File: src/svip_consts.svh
// Constants for the parallel video input port: bus layout and clock rates
`ifndef SVIP_CONSTS_SVH
`define SVIP_CONSTS_SVH
`define SVIP_BUS_W 20
`define SVIP_WORD_W 10
`define SVIP_HI_LSB 10
`define SVIP_SYS_CLK_KHZ 125000
`define SVIP_PCLK_HD_WIDE_KHZ 74250
`define SVIP_PCLK_HD_NARROW_KHZ 148500
`define SVIP_PCLK_SD_WIDE_KHZ 13500
`define SVIP_PCLK_SD_NARROW_KHZ 27000
`define SVIP_PCLK_ASI_KHZ 27000
`define SVIP_MODE_RESET 1'b0
`endif

File: src/svip_pkg.sv
// Types used by the device end (port and demux) of the parallel video input port
package svip_pkg;
  typedef enum logic [2:0] {
    SVIP_MODE_LUMA_WIDE,
    SVIP_MODE_MUX_NARROW,
    SVIP_MODE_RAW,
    SVIP_MODE_ASI,
    SVIP_MODE_STREAM_TIMING
  } svip_mode_e;
  typedef enum logic [1:0] {
    SVIP_PHASE_CHROMA,
    SVIP_PHASE_LUMA
  } svip_phase_e;
endpackage

File: src/svip_if.sv
// Parallel bus and timing pins between a video source and the input port
`timescale 1ns/100ps
`include "svip_consts.svh"
interface svip_if;
  logic [`SVIP_BUS_W-1:0] din;
  logic field_or_enable_in;
  logic vert_or_vsync;
  logic horiz_or_hsync;
  modport source (output din, output field_or_enable_in, output vert_or_vsync,
    output horiz_or_hsync);
  modport device (input din, input field_or_enable_in, input vert_or_vsync,
    input horiz_or_hsync);
endinterface

File: src/svip_demux.sv
// Splits the narrow interleaved bus into chroma and luma words
`timescale 1ns/100ps
`include "svip_consts.svh"
module svip_demux (
  input wire logic SYS_CLK,
  input wire logic RST_N,
  input wire logic enable,
  input wire logic [`SVIP_WORD_W-1:0] word,
  output logic [`SVIP_WORD_W-1:0] chroma,
  output logic [`SVIP_WORD_W-1:0] luma,
  output logic pair_valid
);
  svip_pkg::svip_phase_e phase;
  svip_pkg::svip_phase_e next_phase;
  logic [`SVIP_WORD_W-1:0] next_chroma;
  logic [`SVIP_WORD_W-1:0] next_luma;
  logic next_pair_valid;

  always_comb begin
    next_phase = phase;
    next_chroma = chroma;
    next_luma = luma;
    next_pair_valid = 1'b0;
    if (!enable) begin
      next_phase = svip_pkg::SVIP_PHASE_CHROMA;
    end else begin
      unique case (phase)
        svip_pkg::SVIP_PHASE_CHROMA: begin
          next_chroma = word; // [RULE2]
          next_phase = svip_pkg::SVIP_PHASE_LUMA;
        end
        svip_pkg::SVIP_PHASE_LUMA: begin
          next_luma = word; // [RULE2]
          next_pair_valid = 1'b1;
          next_phase = svip_pkg::SVIP_PHASE_CHROMA;
        end
      endcase
    end
  end

  always_ff @(posedge SYS_CLK) begin
    if (!RST_N) begin
      phase <= svip_pkg::SVIP_PHASE_CHROMA;
      chroma <= '0;
      luma <= '0;
      pair_valid <= 1'b0;
    end else begin
      phase <= next_phase;
      chroma <= next_chroma;
      luma <= next_luma;
      pair_valid <= next_pair_valid;
    end
  end
endmodule

File: src/svip_port.sv
// Device end: samples the parallel bus and timing and classifies each word
//
// Notes on behaviour
// [RULE1] Wide SMPTE: upper ten inputs are luma
// [RULE2] Narrow SMPTE: luma and chroma interleaved, demultiplexed
// [RULE3] Bypass: upper ten inputs are raw data
// [RULE4] Narrow bypass with ASI: transport data
// [RULE5] Field flag high in field two only
// [RULE6] Sync form: enable high in active pixels
// [RULE7] Active-line H: low across active pixels only
// [RULE8] Default H: high across blanking incl. TRS
// [RULE9] H config one: H follows TRS H bit; the source drives H from IN_HBLANK whatever H_TRS_FORM is
// [RULE10] Stream detect: all timing inputs ignored
// [RULE11] Vertical flag high through vertical blanking
// [RULE12] Parallel clock rates per width and standard
// [RULE13] Bus and timing sampled on one edge
`timescale 1ns/100ps
`include "svip_consts.svh"
module svip_port (
  input wire logic SYS_CLK,
  input wire logic RST_N,
  svip_if.device link,
  input wire logic BUS_WIDTH_SELECT,
  input wire logic VIDEO_PROCESSING_SELECT,
  input wire logic TRANSPORT_MODE_SELECT,
  input wire logic STREAM_TIMING_DETECT,
  input wire logic SYNC_TIMING_FORM_SELECT,
  input wire logic PROCESSING_FEATURES_ENABLE,
  output logic [2:0] MODE,
  output logic [`SVIP_WORD_W-1:0] LUMA,
  output logic [`SVIP_WORD_W-1:0] CHROMA,
  output logic [`SVIP_WORD_W-1:0] RAW,
  output logic WORD_VALID,
  output logic ASI_VALID,
  output logic FIELD2,
  output logic VBLANK,
  output logic HBLANK,
  output logic DATA_ENABLE,
  output logic HSYNC,
  output logic VSYNC,
  output logic TIMING_VALID,
  output logic [17:0] PCLK_KHZ
);
  // One registered snapshot so data and timing stay aligned word by word
  logic [`SVIP_BUS_W-1:0] din_s;
  logic f_s;
  logic v_s;
  logic h_s;
  svip_pkg::svip_mode_e mode;
  svip_pkg::svip_mode_e next_mode;
  logic [`SVIP_WORD_W-1:0] dm_chroma;
  logic [`SVIP_WORD_W-1:0] dm_luma;
  logic dm_valid;
  logic [`SVIP_WORD_W-1:0] next_luma;
  logic [`SVIP_WORD_W-1:0] next_chroma;
  logic [`SVIP_WORD_W-1:0] next_raw;
  logic next_word_valid;
  logic next_asi_valid;
  logic next_field2;
  logic next_vblank;
  logic next_hblank;
  logic next_de;
  logic next_hsync;
  logic next_vsync;
  logic next_timing_valid;
  logic [17:0] next_pclk;
  logic [`SVIP_WORD_W-1:0] hi_word;
  // Demux enable trails the mode by one edge, matching the source register plus snapshot
  logic mux_en;
  logic next_mux_en;

  assign hi_word = din_s[`SVIP_BUS_W-1:`SVIP_HI_LSB];

  always_ff @(posedge SYS_CLK) begin
    if (!RST_N) begin
      din_s <= '0;
      f_s <= 1'b0;
      v_s <= 1'b0;
      h_s <= 1'b0;
    end else begin
      din_s <= link.din; // [RULE13]
      f_s <= link.field_or_enable_in; // [RULE13]
      v_s <= link.vert_or_vsync;
      h_s <= link.horiz_or_hsync;
    end
  end

  svip_demux u_demux (
    .SYS_CLK(SYS_CLK),
    .RST_N(RST_N),
    .enable(mux_en),
    .word(hi_word),
    .chroma(dm_chroma),
    .luma(dm_luma),
    .pair_valid(dm_valid)
  );

  always_comb begin
    next_mux_en = (mode == svip_pkg::SVIP_MODE_MUX_NARROW); // [RULE2]
    if (VIDEO_PROCESSING_SELECT && BUS_WIDTH_SELECT) begin
      next_mode = svip_pkg::SVIP_MODE_LUMA_WIDE; // [RULE1]
    end else if (VIDEO_PROCESSING_SELECT) begin
      next_mode = svip_pkg::SVIP_MODE_MUX_NARROW; // [RULE2]
    end else if (!BUS_WIDTH_SELECT && TRANSPORT_MODE_SELECT) begin
      next_mode = svip_pkg::SVIP_MODE_ASI; // [RULE4]
    end else begin
      next_mode = svip_pkg::SVIP_MODE_RAW; // [RULE3]
    end
  end

  always_comb begin
    next_luma = LUMA;
    next_chroma = CHROMA;
    next_raw = RAW;
    next_word_valid = 1'b0;
    next_asi_valid = 1'b0;
    unique case (mode)
      svip_pkg::SVIP_MODE_LUMA_WIDE: begin
        next_luma = hi_word; // [RULE1]
        next_chroma = din_s[`SVIP_WORD_W-1:0];
        next_word_valid = 1'b1;
      end
      svip_pkg::SVIP_MODE_MUX_NARROW: begin
        next_luma = dm_luma; // [RULE2]
        next_chroma = dm_chroma;
        next_word_valid = dm_valid;
      end
      svip_pkg::SVIP_MODE_ASI: begin
        next_raw = hi_word; // [RULE4]
        next_asi_valid = 1'b1;
      end
      default: begin
        next_raw = hi_word; // [RULE3]
        next_word_valid = 1'b1;
      end
    endcase
  end

  always_comb begin
    next_field2 = 1'b0;
    next_vblank = 1'b0;
    next_hblank = 1'b0;
    next_de = 1'b0;
    next_hsync = 1'b0;
    next_vsync = 1'b0;
    next_timing_valid = 1'b0;
    if (!STREAM_TIMING_DETECT) begin // [RULE10]
      next_timing_valid = 1'b1;
      if (SYNC_TIMING_FORM_SELECT) begin
        next_de = f_s; // [RULE6]
        next_hsync = h_s;
        next_vsync = v_s;
      end else begin
        next_field2 = f_s; // [RULE5]
        next_vblank = v_s; // [RULE11]
        next_hblank = h_s; // [RULE7] [RULE8] [RULE9]
        next_de = ~h_s & ~v_s;
      end
    end
  end

  always_comb begin
    if (mode == svip_pkg::SVIP_MODE_ASI) begin
      next_pclk = 18'(`SVIP_PCLK_ASI_KHZ); // [RULE12]
    end else if (BUS_WIDTH_SELECT) begin
      next_pclk = PROCESSING_FEATURES_ENABLE ? 18'(`SVIP_PCLK_HD_WIDE_KHZ)
        : 18'(`SVIP_PCLK_SD_WIDE_KHZ); // [RULE12]
    end else begin
      next_pclk = PROCESSING_FEATURES_ENABLE ? 18'(`SVIP_PCLK_HD_NARROW_KHZ)
        : 18'(`SVIP_PCLK_SD_NARROW_KHZ); // [RULE12]
    end
  end

  always_ff @(posedge SYS_CLK) begin
    if (!RST_N) begin
      mode <= svip_pkg::SVIP_MODE_RAW;
      mux_en <= 1'b0;
      MODE <= 3'h0;
      LUMA <= '0;
      CHROMA <= '0;
      RAW <= '0;
      WORD_VALID <= 1'b0;
      ASI_VALID <= 1'b0;
      FIELD2 <= 1'b0;
      VBLANK <= 1'b0;
      HBLANK <= 1'b0;
      DATA_ENABLE <= 1'b0;
      HSYNC <= 1'b0;
      VSYNC <= 1'b0;
      TIMING_VALID <= 1'b0;
      PCLK_KHZ <= '0;
    end else begin
      mode <= next_mode;
      mux_en <= next_mux_en;
      MODE <= mode;
      LUMA <= next_luma;
      CHROMA <= next_chroma;
      RAW <= next_raw;
      WORD_VALID <= next_word_valid;
      ASI_VALID <= next_asi_valid;
      FIELD2 <= next_field2;
      VBLANK <= next_vblank;
      HBLANK <= next_hblank;
      DATA_ENABLE <= next_de;
      HSYNC <= next_hsync;
      VSYNC <= next_vsync;
      TIMING_VALID <= next_timing_valid;
      PCLK_KHZ <= next_pclk;
    end
  end
endmodule

File: src/flat_wrapper.sv
// flat-port wrapper written by rule: the top's interface ports become plain ports
module svip_port_flat 
  (SYS_CLK, RST_N, BUS_WIDTH_SELECT, VIDEO_PROCESSING_SELECT, TRANSPORT_MODE_SELECT, STREAM_TIMING_DETECT, SYNC_TIMING_FORM_SELECT, PROCESSING_FEATURES_ENABLE, MODE, LUMA, CHROMA, RAW, WORD_VALID, ASI_VALID, FIELD2, VBLANK, HBLANK, DATA_ENABLE, HSYNC, VSYNC, TIMING_VALID, PCLK_KHZ, link_din, link_field_or_enable_in, link_vert_or_vsync, link_horiz_or_hsync);
  svip_if link_i ();
  input wire logic SYS_CLK;
  input wire logic RST_N;
  input wire logic BUS_WIDTH_SELECT;
  input wire logic VIDEO_PROCESSING_SELECT;
  input wire logic TRANSPORT_MODE_SELECT;
  input wire logic STREAM_TIMING_DETECT;
  input wire logic SYNC_TIMING_FORM_SELECT;
  input wire logic PROCESSING_FEATURES_ENABLE;
  output logic [2:0] MODE;
  output logic [`SVIP_WORD_W-1:0] LUMA;
  output logic [`SVIP_WORD_W-1:0] CHROMA;
  output logic [`SVIP_WORD_W-1:0] RAW;
  output logic WORD_VALID;
  output logic ASI_VALID;
  output logic FIELD2;
  output logic VBLANK;
  output logic HBLANK;
  output logic DATA_ENABLE;
  output logic HSYNC;
  output logic VSYNC;
  output logic TIMING_VALID;
  output logic [17:0] PCLK_KHZ;
  input wire logic [$bits(link_i.din)-1:0] link_din;
  input wire logic [$bits(link_i.field_or_enable_in)-1:0] link_field_or_enable_in;
  input wire logic [$bits(link_i.vert_or_vsync)-1:0] link_vert_or_vsync;
  input wire logic [$bits(link_i.horiz_or_hsync)-1:0] link_horiz_or_hsync;
  assign link_i.din = link_din;
  assign link_i.field_or_enable_in = link_field_or_enable_in;
  assign link_i.vert_or_vsync = link_vert_or_vsync;
  assign link_i.horiz_or_hsync = link_horiz_or_hsync;
  svip_port u_core (.SYS_CLK(SYS_CLK), .RST_N(RST_N), .link(link_i), .BUS_WIDTH_SELECT(BUS_WIDTH_SELECT), .VIDEO_PROCESSING_SELECT(VIDEO_PROCESSING_SELECT), .TRANSPORT_MODE_SELECT(TRANSPORT_MODE_SELECT), .STREAM_TIMING_DETECT(STREAM_TIMING_DETECT), .SYNC_TIMING_FORM_SELECT(SYNC_TIMING_FORM_SELECT), .PROCESSING_FEATURES_ENABLE(PROCESSING_FEATURES_ENABLE), .MODE(MODE), .LUMA(LUMA), .CHROMA(CHROMA), .RAW(RAW), .WORD_VALID(WORD_VALID), .ASI_VALID(ASI_VALID), .FIELD2(FIELD2), .VBLANK(VBLANK), .HBLANK(HBLANK), .DATA_ENABLE(DATA_ENABLE), .HSYNC(HSYNC), .VSYNC(VSYNC), .TIMING_VALID(TIMING_VALID), .PCLK_KHZ(PCLK_KHZ));
endmodule
File: config.mk
export PLATFORM = sky130hd
export DESIGN_NAME = svip_port_flat
export DESIGN_NICKNAME = d
export VERILOG_FILES = /design/src/svip_pkg.sv /design/src/svip_if.sv /design/src/svip_demux.sv /design/src/svip_port.sv /design/src/flat_wrapper.sv
export VERILOG_INCLUDE_DIRS = /design/src
export SDC_FILE = /design/constraint.sdc
export NUM_CORES = 1
export LEC_CHECK = 0
export ABC_CLOCK_PERIOD_IN_PS = 1910
export BUFFER_PORTS_ARGS = -buffer_cell sky130_fd_sc_hd__clkbuf_2
export CAP_MARGIN = 20
export CORE_MARGIN = 3
export CORE_UTILIZATION = 56
export DETAILED_ROUTE_END_ITERATION = 16
export GPL_TIMING_DRIVEN = 0
export PLACE_DENSITY = 0.83
export SETUP_SLACK_MARGIN = 0.1
export SLEW_MARGIN = 20
export SYNTH_ARGS = -nofsm -noshare
export SYNTH_HDL_FRONTEND = slang
export SYNTH_SLANG_ARGS = --single-unit
File: constraint.sdc
create_clock -name SYS_CLK -period 1.91 [get_ports SYS_CLK]
set_input_delay 0.0955 -clock SYS_CLK [delete_from_list [all_inputs] [get_ports SYS_CLK]]
set_output_delay 0.0955 -clock SYS_CLK [all_outputs]
set_load 0.1 [all_outputs]
==> results of run 1 <==
registers in the layout, indices dropped and copies added (netlist names):
signal                     count
u_core.FIELD2                  1
u_core.DATA_ENABLE             1
u_core.HBLANK                  1
u_core.HSYNC                   1
u_core.u_demux.luma           10
u_core.ASI_VALID               1
u_core.VSYNC                   1
u_core.TIMING_VALID            1
u_core.din_s                  20
u_core.u_demux.chroma         10
u_core.PCLK_KHZ                9
u_core.mux_en                  1
u_core.WORD_VALID              1
u_core.LUMA                   10
u_core.h_s                     1
u_core.f_s                     1
u_core.mode                    2
u_core.CHROMA                 10
u_core.u_demux.pair_valid      1
u_core.VBLANK                  1
u_core.u_demux.phase           1
u_core.RAW                    10
u_core.v_s                     1
u_core.MODE                    2
placed cells by master, fill, tap and decap left out, types with 8 or more instances in the layout:
master and instances:
dlygate4sd3_1 27, mux2i_1 30, clkbuf_2 88, clkbuf_8 9, and2_1 30, a21boi_1 20, buf_2 8, nand2_1 45
dfxtp_1 98, nor2b_1 12, buf_4 15, a21oi_1 22, o21ai_0 17
critical path, stage by stage (launching register included):
cell and delay (ps):
dfxtp_1 360, buf_4 110, clkbuf_2 440
how the worst max path moves through the flow:
| stage | startpoint | endpoint | slack [ps] | cells after the start |
|---|---|---|---|---|
| 2_1_floorplan | u_core.PCLK_KHZ[11]$_SDFF_PN0_ | PCLK_KHZ[11] | 440 | 1 |
| 3_3_place_gp | u_core.mode[0]$_SDFF_PP0_ | u_core.LUMA[7]$_SDFFE_PN0P_ | 790 | 4 |
| 3_5_place_dp | u_core.mode[0]$_SDFF_PP0_ | u_core.LUMA[7]$_SDFFE_PN0P_ | 770 | 4 |
| 4_1_cts | u_core.PCLK_KHZ[9]$_SDFF_PP0_ | PCLK_KHZ[9] | 540 | 2 |
| 5_1_grt | u_core.PCLK_KHZ[9]$_SDFF_PP0_ | PCLK_KHZ[9] | 500 | 2 |
| 6_report | u_core.PCLK_KHZ[9]$_SDFF_PP0_ | PCLK_KHZ[9] | 550 | 2 |
layer usage:
layer	track usage, %	vias to the layer above	part of all wire, %
met2	37.4	79	49
met1	28.2	1280	44
met5	0	-	0
li1	-	1361	-
met3	5.44	9	6.0
met4	7.05	0	0.99
timing repair:
item / in CTS / in global routing
endpoints found under the setup margin: 0 / 0
hold buffers: 27 / 0
buffers inserted: 0 / 0
hold endpoints to repair: 27 / 0
report_power, final:
| part | leakage (nW) | internal [mW] | total [mW] | switching, mW |
|---|---|---|---|---|
| clock | 0.0917 | 0.602 | 1.31 | 0.708 |
| sequential | 0.805 | 2.13 | 2.18 | 0.0502 |
| combinational | 1.16 | 0.205 | 0.852 | 0.647 |
| total | 2.05 | 2.94 | 4.34 | 1.41 |
final cells by class:
class,count,area [um2],share of cell area [%]
clock buffer,9,124,2.76
inverter,4,15.0,0.335
timing repair buffer,113,701,15.6
buffer,32,226,5.05
tap,75,93.8,2.09
multi-input combinational,208,1300,28.9
sequential,98,1960,43.7
clock inverter,6,67.6,1.51
logic make-up (layout without fill, tap and decap cells):
| group | count (synthesis) | after routing |
|---|---|---|
| buf+inv | 36 | 164 |
| other cells | 1 | 3 |
| simple gates | 102 | 102 |
| mux | 30 | 30 |
| flops | 98 | 98 |
| fa+ha+maj | 5 | 5 |
| compound gates | 68 | 68 |
==> reports/qor.csv, run 1 <==
stage,metric,value,unit
clocking,CTS tree,built,
logic_synthesis,"Seq/Total Area, Yosys",56.2,%
placement,placed cell count,503,
global_route,antenna violations before repair,0,
clocking,PostCTS Resize Cnt,0,
logic_synthesis,Yosys top cell area share,56.2,%
placement,setup slack after placement,768,ps
critical_path,reg2reg setup slack,740,ps
die,die area,7220,um2
clocking,CTS max path bufs,2,
critical_path,CP arrival,1270,ps
logic_synthesis,Syn Inst Count,340,
clocking,clock tree root buffer cell,clkbuf_8,
logic_synthesis,Mapped Area,3490,um2
final_layout,fill count,424,
logic_synthesis,Synth cell types,26,
logic_synthesis,Synth area leader,dfxtp_1,
logic_synthesis,Ys Warns,0,
final_layout,share of layout cells above drive strength 1,28.1,%
logic_synthesis,post-synthesis adder-cell area fraction,1.79,%
timing,final hold vios,0,
global_route,total gr overflow,0,
drt,DR vias,2729,
final_layout,Finished Layout Cells,545,
timing,Worst Max-Slew Pin Slew,552,ps
pwr,Max IR drop VDD,0.000686,V
timing,Setup Viol. Count Final,0,
logic_synthesis,simple-gate share of the synthesized area,14.8,%
die,Starting Density,58.3,%
logic_synthesis,number of synthesized flops with an enable pin,0,
logic_synthesis,Synth area leaders,"dfxtp_1 56%, mux2i_1 8.6%, and2_1 5.4%",
drt,Routed Antenna Nets,0,
die,die width,85.0,um
clocking,clock slew at reported path FFs,90,ps
die,Die H,85.0,um
logic_synthesis,most common cell in the netlist,dfxtp_1,
hold_path,hold depth,2,
hold_path,Worst Min Path Start,SYNC_TIMING_FORM_SELECT,
pwr,Power Total,4.34,mW
drt,detailed-route DRC error count,0,
logic_synthesis,post-synthesis mux area share,8.60,%
job,Max Cap Viol,0,
placement,"Cell Area, Placed",4030,um2
run_status,status,"finished, final reports clean",
hold_path,Hold Path Class,in2reg,
final_layout,diode count,0,
critical_path,crit-path max FO,3,
logic_synthesis,asr flop ratio synth,0,%
timing,upper clock frequency limit,0.733,GHz
logic_synthesis,list of most frequent post-synthesis cells,"98 x dfxtp_1, 45 x nand2_1, 30 x and2_1, 30 x mux2i_1, 22 x a21oi_1",
logic_synthesis,main combinational cell family by area after synthesis,simple AND/OR/NAND/NOR gates,
logic_synthesis,syn_area_per_cell,10.3,um2
drt,"wirelength, routed",7690,um
clocking,clock latency on the worst-skew pair,370,ps
critical_path,CP required,1810,ps
critical_path,startpoint types,flip-flop,
global_route,vias in the first global route,2657,
die,IO Pins,91,
global_route,largest net degree at the start of global routing,17,
pwr,Leak,2.05,nW
drt,DR vias/cell,5.01,
timing,unrepaired setup endpoints after global routing,false,
timing,hold slack,34.4,ps
drt,Starting DRT DRC Count,150,
timing,Final Max Tran Viols,0,
clocking,clock buffer count from CTS,9,
critical_path,CP Class,reg2out,
pwr,Cell Pwr Density,967,nW/um2
timing,clk_skew,17.7,ps
global_route,GRT Overall Usage,22.3,%
timing,Slew Limit Headroom,63.4,%
clocking,htree depth,3,
timing,post-route setup slack,546,ps
logic_synthesis,Synth Flop Type,dfxtp_1,
timing,period utilization,71.4,%
critical_path,R2R cell count,4,
final_layout,area added between synthesis and finish,28.4,%
die,# rows,28,
timing,Tmin final,1360,ps
global_route,first-pass GRT wire length,12600,um
placement,Post-DP HPWL,5320,um
die,core area,5990,um2
clocking,CTS Sinks,98,
timing,final setup TNS,0,ps
critical_path,Critical R2R Launch,u_core.mode[0]$_SDFF_PP0_,
final_layout,Final Cell Area,4490,um2
placement,global placement routability congestion,0.859,
logic_synthesis,XOR/XNOR share of the synthesized area,0,%
drt,DR WL/cell,14.1,um
final_layout,nets,502,
drt,drt first pass iters,4,
critical_path,Crit. End Element,output port,
critical_path,worst r2r dst,u_core.LUMA[7]$_SDFFE_PN0P_,
logic_synthesis,Synth Area in Compound Gates,11.7,%
final_layout,final core occ,74.9,%
logic_synthesis,synthesized flop and latch total,98,
hold_path,Worst Hold Endpoint,u_core.VSYNC$_SDFF_PP0_,
placement,I/O Buffers,86,
Power figures use the tool's default switching activity.
==> run 2, diff against run 1 <==
--- a/config.mk
+++ b/config.mk
@@ -6,14 +6,14 @@
 export SDC_FILE = /design/constraint.sdc
 export NUM_CORES = 1
 export LEC_CHECK = 0
-export ABC_CLOCK_PERIOD_IN_PS = 1910
+export ABC_CLOCK_PERIOD_IN_PS = 1250
 export BUFFER_PORTS_ARGS = -buffer_cell sky130_fd_sc_hd__clkbuf_2
 export CAP_MARGIN = 20
 export CORE_MARGIN = 3
-export CORE_UTILIZATION = 56
+export CORE_UTILIZATION = 47
 export DETAILED_ROUTE_END_ITERATION = 16
 export GPL_TIMING_DRIVEN = 0
-export PLACE_DENSITY = 0.83
+export PLACE_DENSITY = 0.74
 export SETUP_SLACK_MARGIN = 0.1
 export SLEW_MARGIN = 20
 export SYNTH_ARGS = -nofsm -noshare
==> constraint.sdc (replaced) <==
create_clock -name SYS_CLK -period 1.25 [get_ports SYS_CLK]
set_input_delay 0.0625 -clock SYS_CLK [delete_from_list [all_inputs] [get_ports SYS_CLK]]
set_output_delay 0.0625 -clock SYS_CLK [all_outputs]
set_load 0.1 [all_outputs]
==> reports/qor.csv, run 2 (synthesized netlist as in run 1, its figures left out) <==
stage,metric,value,unit,change
pwr,Max IR drop VDD,0.000726,V,+5.7%
clocking,clock slew at reported path FFs,90,ps,about the same
final_layout,area added between synthesis and finish,38.4,%,
placement,Post-DP HPWL,5590,um,+5.1%
timing,final setup TNS,0,ps,unchanged
clocking,CTS tree,built,,
critical_path,Crit. End Element,output port,,
critical_path,crit-path max FO,2,,-1
job,Max Cap Viol,0,,unchanged
run_status,status,"finished, final reports clean",,
critical_path,worst path cell trace,clkbuf_4,,
pwr,Cell Pwr Density,1470,nW/um2,+52%
timing,hold slack,44.5,ps,+10.0 ps
global_route,largest net degree at the start of global routing,16,,-1
final_layout,diode count,0,,unchanged
hold_path,Worst Min Path Start,RST_N,,
clocking,clock latency on the worst-skew pair,360,ps,about the same
global_route,first-pass GRT wire length,13400,um,+6.8%
drt,DR vias/cell,4.78,,-4.5%
timing,upper clock frequency limit,0.907,GHz,
drt,"wirelength, routed",8100,um,+5.4%
critical_path,CP Class,reg2out,,
pwr,Leak,2.14,nW,+4.2%
drt,Routed Antenna Nets,0,,unchanged
drt,detailed-route DRC error count,0,,unchanged
final_layout,Final Cell Area,4830,um2,+7.8%
clocking,clock tree root buffer cell,clkbuf_8,,
critical_path,Crit path buffers/inverters,1,,-1
drt,Starting DRT DRC Count,96,,-36%
die,Starting Density,50.0,%,-8.3 points
die,Die H,92.2,um,+8.5%
hold_path,Hold Path Class,in2reg,,
drt,drt first pass iters,4,,unchanged
critical_path,slowest CP cell,dfxtp_2,,
placement,I/O Buffers,86,,unchanged
final_layout,max reg flops,20,,unchanged
timing,Tmin final,1100,ps,
die,# rows,30,,+7.1%
final_layout,share of layout cells above drive strength 1,35.8,%,+7.7 points
critical_path,startpoint types,flip-flop,,
critical_path,CP required,1190,ps,-620 ps
timing,period utilization,88.2,%,
timing,Final Max Tran Viols,0,,unchanged
critical_path,critical path's top delay family,flip-flops,,
die,core area,6980,um2,+17%
global_route,GRT Overall Usage,20.3,%,-1.9 points
timing,unrepaired setup endpoints after global routing,true,,
timing,Setup Viol. Count Final,0,,unchanged
critical_path,reg2reg setup slack,160,ps,-580 ps
final_layout,"commonest non-fill, non-tap cell in the layout",dfxtp_1,,
clocking,clock buffer count from CTS,9,,unchanged
timing,final hold vios,0,,unchanged
die,die width,92.2,um,+8.5%
global_route,antenna violations before repair,0,,unchanged
placement,"Cell Area, Placed",4100,um2,+1.7%
global_route,vias in the first global route,2753,,+3.6%
clocking,htree depth,3,,unchanged
drt,DR vias,2715,,-0.51%
critical_path,Critical R2R Launch,u_core.mode[0]$_SDFF_PP0_,,
critical_path,CP arrival,1040,ps,-230 ps
clocking,CTS max path bufs,2,,unchanged
critical_path,Critical Path Start,u_core.RAW[8]$_SDFFE_PN0N_,,
final_layout,most frequent cells in the layout,"63 x dfxtp_1, 53 x clkbuf_4, 45 x nand2_1",,
clocking,CTS Sinks,98,,unchanged
die,die area,8500,um2,+18%
final_layout,nets,504,,+0.40%
timing,clk_skew,4.68,ps,-13.0 ps
final_layout,"Most flops, register",u_core.din_s,,
clocking,post-CTS setup buffer count,0,,unchanged
final_layout,fill count,547,,+29%
final_layout,final core occ,69.2,%,-5.6 points
critical_path,max incr delay on CP,350,ps,-90 ps
global_route,total gr overflow,0,,unchanged
drt,DR WL/cell,14.3,um,+1.1%
die,IO Pins,91,,unchanged
placement,global placement routability congestion,0.847,,-1.4%
-- run 2: repair_timing --
item / CTS / global route
endpoints found under the hold margin: 31 / 0
gates resized for setup: 64 / 15
setup endpoints to repair: 58 / 19
hold buffers: 29 / 0
-- run 2: stage by stage --
step           cells  setup slack [ps]  power [mW]
3_3_place_gp     524               137        4.63
5_1_grt          568              72.3        7.39
3_5_place_dp     524               104        4.65
6_report         568               148        7.13
2_1_floorplan    342               155        4.42
4_1_cts          568              51.5        7.15
-- run 2: power breakdown --
group / switching [mW] / internal [mW] / leakage (nW)
clock network: 1.04 / 1.37 / 0.118
logic: 0.994 / 0.386 / 1.20
registers: 0.0772 / 3.26 / 0.818
-- run 2: area by class of cell --
| type | count | area (um2) | area share (%) |
|---|---|---|---|
| Sequential cell | 98 | 2010 | 41.5 |
| Multi-Input combinational cell | 208 | 1310 | 27.0 |
| Timing Repair Buffer | 115 | 905 | 18.7 |
| Buffer | 32 | 243 | 5.02 |
| Clock buffer | 10 | 138 | 2.85 |
| Tap cell | 96 | 120 | 2.48 |
| Clock inverter | 5 | 103 | 2.12 |
| Inverter | 4 | 15.0 | 0.311 |
-- run 2: layer usage --
layer | global-route usage, % | routed length, um
met4 | 7.43 | 123
met2 | 34.5 | 3970
met1 | 25.1 | 3600
met3 | 4.68 | 414
met5 | 0 | 0
-- run 2: path summary, 6_finish.rpt --
path,to,cells after the start
worst max-delay path,RAW[8],1
worst min-delay path,u_core.MODE[0]$_SDFF_PN0_,2
worst max register to register,u_core.LUMA[5]$_SDFFE_PN0P_,4
worst min register to register,u_core.u_demux.luma[2]$_SDFFE_PN0P_,2
==> run 3, diff against run 2 <==
--- a/config.mk
+++ b/config.mk
@@ -6,14 +6,14 @@
 export SDC_FILE = /design/constraint.sdc
 export NUM_CORES = 1
 export LEC_CHECK = 0
-export ABC_CLOCK_PERIOD_IN_PS = 1250
+export ABC_CLOCK_PERIOD_IN_PS = 1350
 export BUFFER_PORTS_ARGS = -buffer_cell sky130_fd_sc_hd__clkbuf_2
 export CAP_MARGIN = 20
 export CORE_MARGIN = 3
-export CORE_UTILIZATION = 47
+export CORE_UTILIZATION = 56
 export DETAILED_ROUTE_END_ITERATION = 16
 export GPL_TIMING_DRIVEN = 0
-export PLACE_DENSITY = 0.74
+export PLACE_DENSITY = 0.83
 export SETUP_SLACK_MARGIN = 0.1
 export SLEW_MARGIN = 20
 export SYNTH_ARGS = -nofsm -noshare
==> constraint.sdc (replaced) <==
create_clock -name SYS_CLK -period 1.35 [get_ports SYS_CLK]
set_input_delay 0.0675 -clock SYS_CLK [delete_from_list [all_inputs] [get_ports SYS_CLK]]
set_output_delay 0.0675 -clock SYS_CLK [all_outputs]
set_load 0.1 [all_outputs]
==> reports/qor.csv, run 3 (synthesized netlist as in run 1, its figures left out) <==
stage,metric,value,unit,change
global_route,total gr overflow,0,,unchanged
critical_path,worst r2r dst,u_core.LUMA[4]$_SDFFE_PN0P_,,
global_route,largest net degree at the start of global routing,15,,-1
pwr,Cell Pwr Density,1360,nW/um2,-7.6%
timing,period utilization,90.5,%,
drt,Starting DRT DRC Count,189,,+97%
timing,final hold vios,0,,unchanged
timing,Slew Limit Headroom,63.3,%,
critical_path,slowest CP cell,clkbuf_2,,
clocking,CTS tree,built,,
global_route,GRT Overall Usage,23.1,%,+2.8 points
die,# rows,28,,-6.7%
timing,Setup Viol. Count Final,0,,unchanged
final_layout,area added between synthesis and finish,30.7,%,
critical_path,worst path cell trace,clkbuf_2,,
final_layout,Final Cell Area,4560,um2,-5.6%
drt,Routed Antenna Nets,0,,unchanged
critical_path,Crit path buffers/inverters,1,,unchanged
drt,detailed-route DRC error count,0,,unchanged
final_layout,max reg flops,20,,unchanged
die,Die H,85.0,um,-7.8%
placement,global placement routability congestion,0.819,,-3.3%
critical_path,CP Class,reg2out,,
critical_path,critical path's top delay family,buffers and inverters,,
drt,DR vias,2728,,+0.48%
final_layout,share of layout cells above drive strength 1,35.0,%,-0.85 points
drt,"wirelength, routed",7860,um,-3.0%
timing,Final Max Tran Viols,0,,unchanged
critical_path,CP required,1280,ps,+90 ps
final_layout,nets,503,,-0.20%
drt,drt first pass iters,4,,unchanged
pwr,Power Total,6.22,mW,-13%
timing,unrepaired setup endpoints after global routing,false,,
pwr,Leak,2.09,nW,-2.5%
critical_path,R2R cell count,4,,unchanged
timing,final setup TNS,0,ps,unchanged
global_route,antenna violations before repair,0,,unchanged
final_layout,diode count,0,,unchanged
clocking,clock slew at reported path FFs,80,ps,about the same
critical_path,startpoint types,flip-flop,,
placement,setup slack after placement,249,ps,+145 ps
timing,Worst Max-Slew Pin Slew,554,ps,
clocking,CTS max path bufs,2,,unchanged
critical_path,Crit. End Element,output port,,
critical_path,Critical Path Start,u_core.LUMA[7]$_SDFFE_PN0P_,,
critical_path,crit-path max FO,2,,unchanged
clocking,clock latency on the worst-skew pair,360,ps,about the same
final_layout,"Most flops, register",u_core.din_s,,
placement,Post-DP HPWL,5290,um,-5.4%
timing,Tmin final,1220,ps,
critical_path,max incr delay on CP,450,ps,+100 ps
clocking,clock tree root buffer cell,clkbuf_8,,
hold_path,Hold Path Class,in2reg,,
pwr,Max IR drop VDD,0.000905,V,+25%
hold_path,Worst Min Path Start,STREAM_TIMING_DETECT,,
die,IO Pins,91,,unchanged
placement,I/O Buffers,86,,unchanged
die,Starting Density,58.3,%,+8.3 points
hold_path,Worst Hold Endpoint,u_core.DATA_ENABLE$_SDFF_PP0_,,
drt,DR vias/cell,4.99,,+4.3%
job,Max Cap Viol,0,,unchanged
critical_path,CP arrival,1150,ps,+110 ps
final_layout,fill count,412,,-25%
die,die width,85.0,um,-7.8%
hold_path,hold depth,3,,+1
final_layout,most frequent cells in the layout,"73 x clkbuf_2, 63 x dfxtp_1, 45 x nand2_1",,
final_layout,"commonest non-fill, non-tap cell in the layout",clkbuf_2,,
die,die area,7220,um2,-15%
clocking,htree depth,3,,unchanged
timing,upper clock frequency limit,0.819,GHz,
clocking,clock buffer count from CTS,9,,unchanged
drt,DR WL/cell,14.4,um,+0.72%
timing,post-route setup slack,129,ps,-19.2 ps
global_route,first-pass GRT wire length,13100,um,-2.5%
placement,"Cell Area, Placed",4070,um2,-0.64%
clocking,CTS Sinks,98,,unchanged
global_route,vias in the first global route,2737,,-0.58%
final_layout,final core occ,76.2,%,+6.9 points
run_status,status,"finished, final reports clean",,
timing,clk_skew,7.48,ps,+2.80 ps
critical_path,Critical R2R Launch,u_core.mode[0]$_SDFF_PP0_,,
die,core area,5990,um2,-14%
critical_path,reg2reg setup slack,210,ps,+50 ps
-- run 3: changes by cell type in the layout (fill, tap and decap cells not counted), moves of 5 or more --
cell	delta
o21ai_1	-6
clkbuf_8	-5
buf_2	+11
clkbuf_2	+42
o21ai_0	+6
clkbuf_4	-46
-- run 3: tightest hold or removal path, delay by kind of cell --
kind	cells	cell delay, ps
buffers and inverters	1	70
and+or+nand+nor	2	200
-- run 3: worst max-delay path by stage --
| stage | depth (start not counted) | to | slack (ps) |
|---|---|---|---|
| finish | 1 | LUMA[7] | 130 |
| global route | 1 | LUMA[3] | 100 |
| CTS | 1 | WORD_VALID | 110 |
| detailed placement | 5 | u_core.CHROMA[5]$_SDFFE_PN0P_ | 250 |
| global placement | 4 | u_core.LUMA[4]$_SDFFE_PN0P_ | 250 |
| floorplan | 1 | PCLK_KHZ[11] | 250 |
-- run 3: through the flow --
step	hold slack, ps	cells
floorplan	129	342
global placement	234	503
detailed placement	236	503
CTS	14.5	547
global route	55.8	547
finish	20.9	547
-- run 3: repair_timing --
item                       in CTS  in global routing
hold endpoints to repair       31                  0
gates resized for setup         7                  8
buffers inserted                0                  0
setup endpoints to repair       7                  8
pin swaps                       0                  0
hold buffers                   28                  0
-- run 3: metal layers --
layer / wire, um / global-route usage, % / vias to the layer above
li1: - / - / 1366
met3: 341 / 3.98 / 17
met4: 161 / 9.64 / 0
met5: 0 / 0 / -
met2: 3960 / 40.0 / 72
met1: 3400 / 28.4 / 1273
-- run 3: layout make-up --
type	instances	area (um2)	share of cell area, %
Clock buffer	14	163	3.56
Clock inverter	2	35.0	0.768
Inverter	4	15.0	0.329
Multi-Input combinational cell	208	1300	28.4
Sequential cell	98	2010	43.9
Timing Repair Buffer	114	728	16.0
Tap cell	75	93.8	2.06
Buffer	32	226	4.96
-- run 3: where the power goes --
group	internal (mW)	total, mW	switching, mW	leakage, nW
sequential	3.02	3.09	0.0713	0.818
combinational	0.298	1.21	0.915	1.17
clock	0.959	1.91	0.951	0.101
total	4.28	6.22	1.94	2.09
